===== src/inc/ccc_pkg.sv =====
package ccc_pkg;

    // ****************************************************
    // register map
    // ****************************************************
    localparam logic [3:0] ADDR_CTRL = 4'h0;
    localparam logic [3:0] ADDR_IRQ_EN = 4'h1;
    localparam logic [3:0] ADDR_VALUE = 4'h2;
    localparam logic [3:0] ADDR_BUFFER = 4'h3;
    localparam logic [15:0] CTRL_RESET = 16'h0000;
    localparam logic [15:0] CTRL_WMASK = 16'hFF7F;
    localparam logic [15:0] IRQ_EN_RESET = 16'h0000;
    localparam logic [15:0] IRQ_EN_WMASK = 16'h3FFF;
    localparam logic [15:0] COUNT_ZERO = 16'h0000;

    // ****************************************************
    // field codes
    // ****************************************************
    localparam logic [2:0] LOAD_IMMEDIATE = 3'h0;
    localparam logic [2:0] LOAD_END = 3'h1;
    localparam logic [2:0] LOAD_MATCH = 3'h2;
    localparam logic [2:0] LOAD_WRAP = 3'h3;
    localparam logic [2:0] LOAD_MATCH_RESET = 3'h4;
    localparam logic [1:0] SRC_PIN = 2'h0;
    localparam logic [1:0] SRC_SW_LOW = 2'h2;
    localparam logic [1:0] SRC_SW_HIGH = 2'h3;
    localparam logic [1:0] EDGE_NONE = 2'h0;
    localparam logic [1:0] EDGE_RISE = 2'h1;
    localparam logic [1:0] EDGE_FALL = 2'h2;
    localparam logic [1:0] EDGE_BOTH = 2'h3;
    localparam logic [2:0] WAVE_SOFTWARE = 3'h0;

    typedef enum logic [1:0] {
        DIR_DOWN = 2'b00,
        DIR_UP = 2'b01,
        DIR_UPDOWN = 2'b10
    } count_dir_t;

    typedef struct packed {
        logic capture_sync_select;
        logic [2:0] buffer_load_mode;
        logic [1:0] capture_source;
        logic [1:0] capture_edge;
        logic reserved;
        logic paired_match_select;
        logic software_output_level;
        logic [2:0] output_waveform_mode;
        logic output_invert;
        logic comparator_or_capture_select;
    } ctrl_t;

    typedef struct packed {
        logic [15:0] count;
        logic at_max;
        logic at_zero;
        logic wrap;
        count_dir_t dir;
    } counter_view_t;

endpackage : ccc_pkg


===== src/rtl/timer_compare_capture_control.sv =====
module timer_compare_capture_control
    import ccc_pkg::*;
#(
    parameter logic [5:0] CIRCUIT_PRESENT = 6'h3F
) (
    input wire logic clk_sys,
    input wire logic rst,
    input wire logic [3:0] reg_addr,
    input wire logic [15:0] reg_wdata,
    input wire logic reg_wr,
    input wire logic reg_rd,
    output logic [15:0] reg_rdata,
    input wire counter_view_t counter_in,
    input wire logic capture_input_pin,
    input wire logic own_match,
    input wire logic partner_match,
    input wire logic [13:0] irq_sources,
    output logic [13:0] irq_requests,
    output logic [15:0] compare_buffer,
    output logic counter_reset,
    output logic [15:0] reset_value,
    output logic capture_event,
    output logic timer_output,
    output logic use_paired_match,
    output logic match_for_wave,
    output logic max_for_wave,
    output logic zero_for_wave
);

    // ****************************************************
    // registers
    // ****************************************************
    ctrl_t ctrl_reg;
    logic [15:0] irq_en_reg;
    logic [15:0] value_reg;
    logic value_written_reg;
    logic [1:0] prev_source_reg;
    logic pin_meta_reg;
    logic pin_sync_reg;
    logic pin_prev_reg;
    logic pin_async_prev_reg;

    // ****************************************************
    // decode
    // ****************************************************
    function automatic logic edge_hit(input logic [1:0] sel, input logic rise,
                                      input logic fall);
        edge_hit = (sel[0] & rise) | (sel[1] & fall);
    endfunction : edge_hit

    wire logic [15:0] irq_en_mask;
    wire logic is_capture;
    wire logic wr_ctrl;
    wire logic wr_irq_en;
    wire logic wr_value;
    wire logic prev_match;
    logic load_due;
    wire logic load_now;
    wire logic [1:0] src_next;
    wire logic sw_rise;
    wire logic sw_fall;
    wire logic pin_rise;
    wire logic pin_fall;
    wire logic pin_level;
    wire logic pin_prev;
    logic trig_hit;
    wire logic [15:0] ctrl_bits;
    wire logic [15:0] rdata_next;
    ctrl_t ctrl_next;

    genvar gi;
    generate
        for (gi = 0; gi < 6; gi++) begin : g_mask
            assign irq_en_mask[2 * gi + 3 -: 2] =
                {2{CIRCUIT_PRESENT[gi]}};
        end
    endgenerate
    assign irq_en_mask[1:0] = 2'h3;
    assign irq_en_mask[15:14] = 2'h0;

    assign is_capture = ctrl_reg.comparator_or_capture_select;
    assign wr_ctrl = reg_wr && (reg_addr == ADDR_CTRL);
    assign wr_irq_en = reg_wr && (reg_addr == ADDR_IRQ_EN);
    assign wr_value = reg_wr && (reg_addr == ADDR_VALUE) && !is_capture;
    assign ctrl_bits = ctrl_reg;
    assign ctrl_next = (reg_wdata & CTRL_WMASK);
    assign src_next = wr_ctrl ? ctrl_next.capture_source
                              : ctrl_reg.capture_source;

    // previous-value match against the active buffer
    assign prev_match = (counter_in.count == compare_buffer);

    always_comb begin
        unique case (ctrl_reg.buffer_load_mode)
            LOAD_IMMEDIATE: load_due = value_written_reg;
            LOAD_END: begin
                unique case (counter_in.dir)
                    DIR_UP: load_due = counter_in.at_max;
                    DIR_DOWN: load_due = counter_in.at_zero;
                    default: load_due = counter_in.at_max
                        | counter_in.at_zero;
                endcase
            end
            LOAD_MATCH: load_due = prev_match;
            LOAD_WRAP: begin
                if (counter_in.dir == DIR_UPDOWN) begin
                    load_due = prev_match
                        | (counter_in.wrap & counter_in.at_zero);
                end else begin
                    load_due = counter_in.wrap;
                end
            end
            LOAD_MATCH_RESET: load_due = prev_match;
            default: load_due = 1'b0;
        endcase
    end
    assign load_now = load_due && !is_capture;

    // software trigger from source field transitions
    assign sw_rise = wr_ctrl && (ctrl_reg.capture_source == SRC_SW_LOW)
        && (ctrl_next.capture_source == SRC_SW_HIGH);
    assign sw_fall = wr_ctrl && (ctrl_reg.capture_source == SRC_SW_HIGH)
        && (ctrl_next.capture_source == SRC_SW_LOW);

    // sync path adds a clock; async path reads the synchroniser output
    assign pin_level = ctrl_reg.capture_sync_select
        ? pin_async_prev_reg : pin_sync_reg;
    assign pin_prev = pin_prev_reg;
    assign pin_rise = pin_level & ~pin_prev;
    assign pin_fall = ~pin_level & pin_prev;

    always_comb begin
        unique case (ctrl_reg.capture_source)
            SRC_PIN: trig_hit =
                edge_hit(ctrl_reg.capture_edge, pin_rise, pin_fall);
            SRC_SW_LOW,
            SRC_SW_HIGH: trig_hit =
                edge_hit(ctrl_reg.capture_edge, sw_rise, sw_fall);
            default: trig_hit = 1'b0;
        endcase
    end

    assign rdata_next =
        (reg_addr == ADDR_CTRL) ? ctrl_bits :
        (reg_addr == ADDR_IRQ_EN) ? irq_en_reg :
        (reg_addr == ADDR_VALUE) ? value_reg :
        (reg_addr == ADDR_BUFFER) ? compare_buffer : 16'h0000;

    // ****************************************************
    // pin synchroniser
    // ****************************************************
    always_ff @(posedge clk_sys) begin
        if (rst) begin
            pin_meta_reg <= 1'b0;
            pin_sync_reg <= 1'b0;
            pin_async_prev_reg <= 1'b0;
        end else begin
            pin_meta_reg <= capture_input_pin;
            pin_sync_reg <= pin_meta_reg;
            pin_async_prev_reg <= pin_sync_reg;
        end
    end

    always_ff @(posedge clk_sys) begin
        if (rst) begin
            pin_prev_reg <= 1'b0;
        end else begin
            pin_prev_reg <= pin_level;
        end
    end

    // ****************************************************
    // software registers
    // ****************************************************
    always_ff @(posedge clk_sys) begin
        if (rst) begin
            ctrl_reg <= CTRL_RESET;
            irq_en_reg <= IRQ_EN_RESET;
            prev_source_reg <= SRC_PIN;
        end else begin
            if (wr_ctrl) begin
                ctrl_reg <= ctrl_next;
            end
            if (wr_irq_en) begin
                irq_en_reg <= reg_wdata & IRQ_EN_WMASK & irq_en_mask;
            end
            prev_source_reg <= src_next;
        end
    end

    // ****************************************************
    // value, capture and compare buffer
    // ****************************************************
    always_ff @(posedge clk_sys) begin
        if (rst) begin
            value_reg <= COUNT_ZERO;
            value_written_reg <= 1'b0;
            compare_buffer <= COUNT_ZERO;
            capture_event <= 1'b0;
        end else begin
            capture_event <= 1'b0;
            if (is_capture && ctrl_reg.capture_edge != EDGE_NONE
                && trig_hit) begin
                value_reg <= counter_in.count;
                capture_event <= 1'b1;
            end else if (wr_value) begin
                value_reg <= reg_wdata;
            end
            if (wr_value) begin
                value_written_reg <= 1'b1;
            end else if (load_now) begin
                value_written_reg <= 1'b0;
            end
            if (load_now) begin
                compare_buffer <= value_reg;
            end
        end
    end

    // ****************************************************
    // outputs
    // ****************************************************
    always_ff @(posedge clk_sys) begin
        if (rst) begin
            reg_rdata <= 16'h0000;
            irq_requests <= 14'h0000;
            counter_reset <= 1'b0;
            reset_value <= COUNT_ZERO;
            timer_output <= 1'b0;
            use_paired_match <= 1'b0;
            match_for_wave <= 1'b0;
            max_for_wave <= 1'b0;
            zero_for_wave <= 1'b0;
        end else begin
            reg_rdata <= reg_rd ? rdata_next : 16'h0000;
            irq_requests <= irq_sources & irq_en_reg[13:0];
            counter_reset <= !is_capture && prev_match
                && ctrl_reg.buffer_load_mode == LOAD_MATCH_RESET;
            reset_value <= (counter_in.dir == DIR_DOWN)
                ? 16'hFFFF : COUNT_ZERO;
            use_paired_match <= !is_capture
                && ctrl_reg.paired_match_select;
            match_for_wave <= !is_capture && (ctrl_reg.paired_match_select
                ? (own_match | partner_match) : own_match);
            max_for_wave <= !is_capture && !ctrl_reg.paired_match_select
                && counter_in.at_max;
            zero_for_wave <= !is_capture && !ctrl_reg.paired_match_select
                && counter_in.at_zero;
            if (!is_capture
                && ctrl_reg.output_waveform_mode == WAVE_SOFTWARE) begin
                timer_output <= ctrl_reg.software_output_level
                    ^ ctrl_reg.output_invert;
            end
        end
    end

endmodule : timer_compare_capture_control


===== config.mk =====
export PLATFORM = sky130hd
export DESIGN_NAME = timer_compare_capture_control
export DESIGN_NICKNAME = d
export VERILOG_FILES = /design/src/inc/ccc_pkg.sv /design/src/rtl/timer_compare_capture_control.sv
export SDC_FILE = /design/constraint.sdc
export NUM_CORES = 1
export LEC_CHECK = 0
export BUFFER_PORTS_ARGS = -buffer_cell sky130_fd_sc_hd__buf_2
export CORE_UTILIZATION = 56
export DETAILED_ROUTE_END_ITERATION = 8
export GPL_ROUTABILITY_DRIVEN = 0
export PLACE_DENSITY_LB_ADDON = 0.2
export SKIP_LAST_GASP = 1
export SYNTH_ARGS = -nofsm -noshare
export SYNTH_HDL_FRONTEND = slang
export SYNTH_SLANG_ARGS = --single-unit

===== constraint.sdc =====
create_clock -name clk_sys -period 3.7 [get_ports clk_sys]
set_clock_uncertainty 0.1 [all_clocks]
set_input_delay 0 -clock clk_sys [delete_from_list [all_inputs] [get_ports clk_sys]]
set_output_delay 0 -clock clk_sys [all_outputs]
set_load 0.02 [all_outputs]

==> impl_metrics.env <==
export IMPL_synth_common_cells="104 x dfxtp_1, 83 x nand2_1, 46 x a21oi_1"
export IMPL_tightest_slew_ps=1160
export IMPL_critPathSlowestCell="o32a_1"
export IMPL_first_global_vias=4316
export IMPL_setup_violations=0
export IMPL_cap_violations=0
export IMPL_drv_slew=0
export IMPL_ir_drop_v=0.000346
export IMPL_dr_total_vias=4564
export IMPL_dp_slack_ps=1350
export IMPL_cp_max_fo=18
export IMPL_synth_area_leaders="dfxtp_1 46%, nand2_1 6.9%, a21oi_1 5.1%"
export IMPL_num_rows=32
export IMPL_detail_route_antenna_nets=0
export IMPL_synth_area_per_cell_sq_um=8.89
export IMPL_worstHoldEndpoint="value_reg[15]"
export IMPL_drive_gt1_share_pct=24.1
export IMPL_netlist_instances=511
export IMPL_worstHoldStart="counter_in[20]"
export IMPL_ys_types=48
export IMPL_antenna_found_initial=0
export IMPL_critPathBufInv=1
export IMPL_hold_path_class="in2reg"
export IMPL_max_stage_delay_ps=900
export IMPL_nNetsFinal=719
export IMPL_yosysTopAreaCell="dfxtp_1"
export IMPL_synth_warnings=0
export IMPL_rsz0062_at_grt="no"
export IMPL_viasPerCell=5.98
export IMPL_critPathLaunchType="flip-flop"
export IMPL_core_area_sq_mm=0.00777
export IMPL_yosysMostFrequentCell="dfxtp_1"
export IMPL_status="finished clean"
export IMPL_dieArea_sq_mm=0.00847
export IMPL_die_h_um=92.0
export IMPL_cts_setup_buffers=0
export IMPL_crit_path_end_kind="flip-flop"
export IMPL_ys_flop_type="dfxtp_1"
export IMPL_pin_count=131
export IMPL_die_w_um=92.0
export IMPL_setup_ws_ps=1260
export IMPL_fin_tns_setup_ps=0
export IMPL_dpl_hpwl_um=8500
export IMPL_synth_edff_count=0
export IMPL_cts_resized=0
export IMPL_power_w=0.00206
export IMPL_r2r_start="is_capture"
export IMPL_hold_ws_ps=8.18
export IMPL_p_leak_nw=2.58
export IMPL_arrival_ps=2610
export IMPL_path_cells="buf_4 > a211o_1 > o32a_1 > mux2i_1"
export IMPL_overflow=0
export IMPL_cts_hold_buffers=52
export IMPL_fin_crit_ps=2440
export IMPL_netlist_area_sq_mm=0.00454
export IMPL_worstRegToRegCells=4
export IMPL_numCtsBuffers=9
export IMPL_cp_required_ps=3870
export IMPL_start_util_pct=58.5
export IMPL_worstReg2RegEnd="compare_buffer[12]"
export IMPL_grt_pass1_wl_um=21900
export IMPL_drc=0
export IMPL_seq_area_frac_synth_pct=45.9
export IMPL_register_area_sq_mm=0.00208
export IMPL_cts_buffer_depth=2
export IMPL_grt_max_degree=58
export IMPL_grt_use_total_pct=33.2
export IMPL_clk_pin_slew_ps=90
export IMPL_drtPass1Iterations=5
export IMPL_crit_type="reg2reg"
export IMPL_reg2reg_slack_ps=1260
export IMPL_cellPowerDensity_mw_per_mm2=357
export IMPL_area_delta_synth_final_pct=27.5
export IMPL_io_buffer_count=130
export IMPL_max_clock_freq_mhz=410
export IMPL_tritoncts="built"
export IMPL_multi_input_area_sq_mm=0.00216
export IMPL_fin_area_sq_mm=0.00579
export IMPL_dr_first_iter_drc_count=479
export IMPL_synth_seq_cells=104
export IMPL_synthArstFlopShare_pct=0
export IMPL_drt_total_wl_um=13700
export IMPL_cts_root_buf="clkbuf_8"
export IMPL_place_area_sq_mm=0.00508
export IMPL_syn_num_nets=573
export IMPL_critical_path_top_delay_family="compound AO/OA/AOI/OAI gates"
export IMPL_cts_num_sinks=104
export IMPL_finalCritPeriodShare_pct=66.0
export IMPL_synth_top_area_share_pct=45.9
export IMPL_worstSkewPairLatency_ps=360
export IMPL_fillers=594
export IMPL_diodes=0
export IMPL_finalHoldViolations=0
export IMPL_htreeDepth=3
export IMPL_max_slew_margin_pct=22.6
export IMPL_wl_per_cell_um=18.0
export IMPL_min_path_cells=3
tightest hold or removal path, stage by stage:
cell,delay [ps]
buf_2,110
a22oi_1,190
o32ai_1,110
cells by family (layout without fill, tap and decap cells):
family | Yosys count | in the layout | synth area share [%]
flip-flops | 104 | 104 | 45.9
AO/OA/AOI/OAI | 122 | 122 | 18.6
buffers and inverters | 58 | 208 | 6.92
XOR/XNOR | 17 | 17 | 3.28
AND/OR/NAND/NOR | 191 | 191 | 21.1
multiplexers | 19 | 19 | 4.19
layout by cell type (no fill, tap or decap), types with 16 or more instances in the layout:
cell type	n
dfxtp_1	104
a22oi_1	16
xor2_1	16
nor3_1	19
nor2_1	19
buf_2	130
nand2_1	83
dlygate4sd3_1	52
o32ai_1	16
nor2b_1	17
a211oi_1	17
mux2i_1	19
a21oi_1	46
area by class of cell:
class                   count  share of cell area, %
well taps                 102                   2.20
repair buffers            188                   21.0
flip-flops and latches    104                   36.0
clock buffers              12                   2.51
inverters                   5                  0.324
multi-input cells         349                   37.3
clock inverters             3                  0.735
how the worst max path moves through the flow:
stage	from	to	cells past startpoint	slack (ps)
6_report	is_capture	compare_buffer[12]	4	1260
4_1_cts	compare_buffer[1]	value_written_reg	5	1310
3_5_place_dp	compare_buffer[1]	value_written_reg	5	1350
3_3_place_gp	compare_buffer[1]	value_written_reg	5	1370
2_1_floorplan	compare_buffer[1]	compare_buffer[0]	7	1780
5_1_grt	is_capture	compare_buffer[9]	4	1170
per-layer routing:
| layer | wire (um) | global-route usage (%) | vias up |
|---|---|---|---|
| met4 | 441 | 15.1 | 0 |
| li1 | - | - | 2096 |
| met5 | 0 | 0 | - |
| met3 | 1400 | 5.22 | 47 |
| met1 | 5660 | 43.8 | 2085 |
| met2 | 6200 | 53.3 | 336 |
through the flow:
step	instances	util, %
final	763	74.5
after global routing	763	74.5
after CTS	763	74.5
after detailed placement	696	65.4
after global placement	696	65.4
after floorplan	511	-
report_power, final:
part | total [W] | switching (W) | internal (W) | leakage [nW]
Combinational | 0.000235 | 0.000136 | 0.0000995 | 1.65
Clock | 0.000692 | 0.000365 | 0.000328 | 0.0925
Sequential | 0.00114 | 0.00000717 | 0.00113 | 0.840
Total | 0.00206 | 0.000507 | 0.00156 | 2.58
Power figures use the tool's default switching activity.
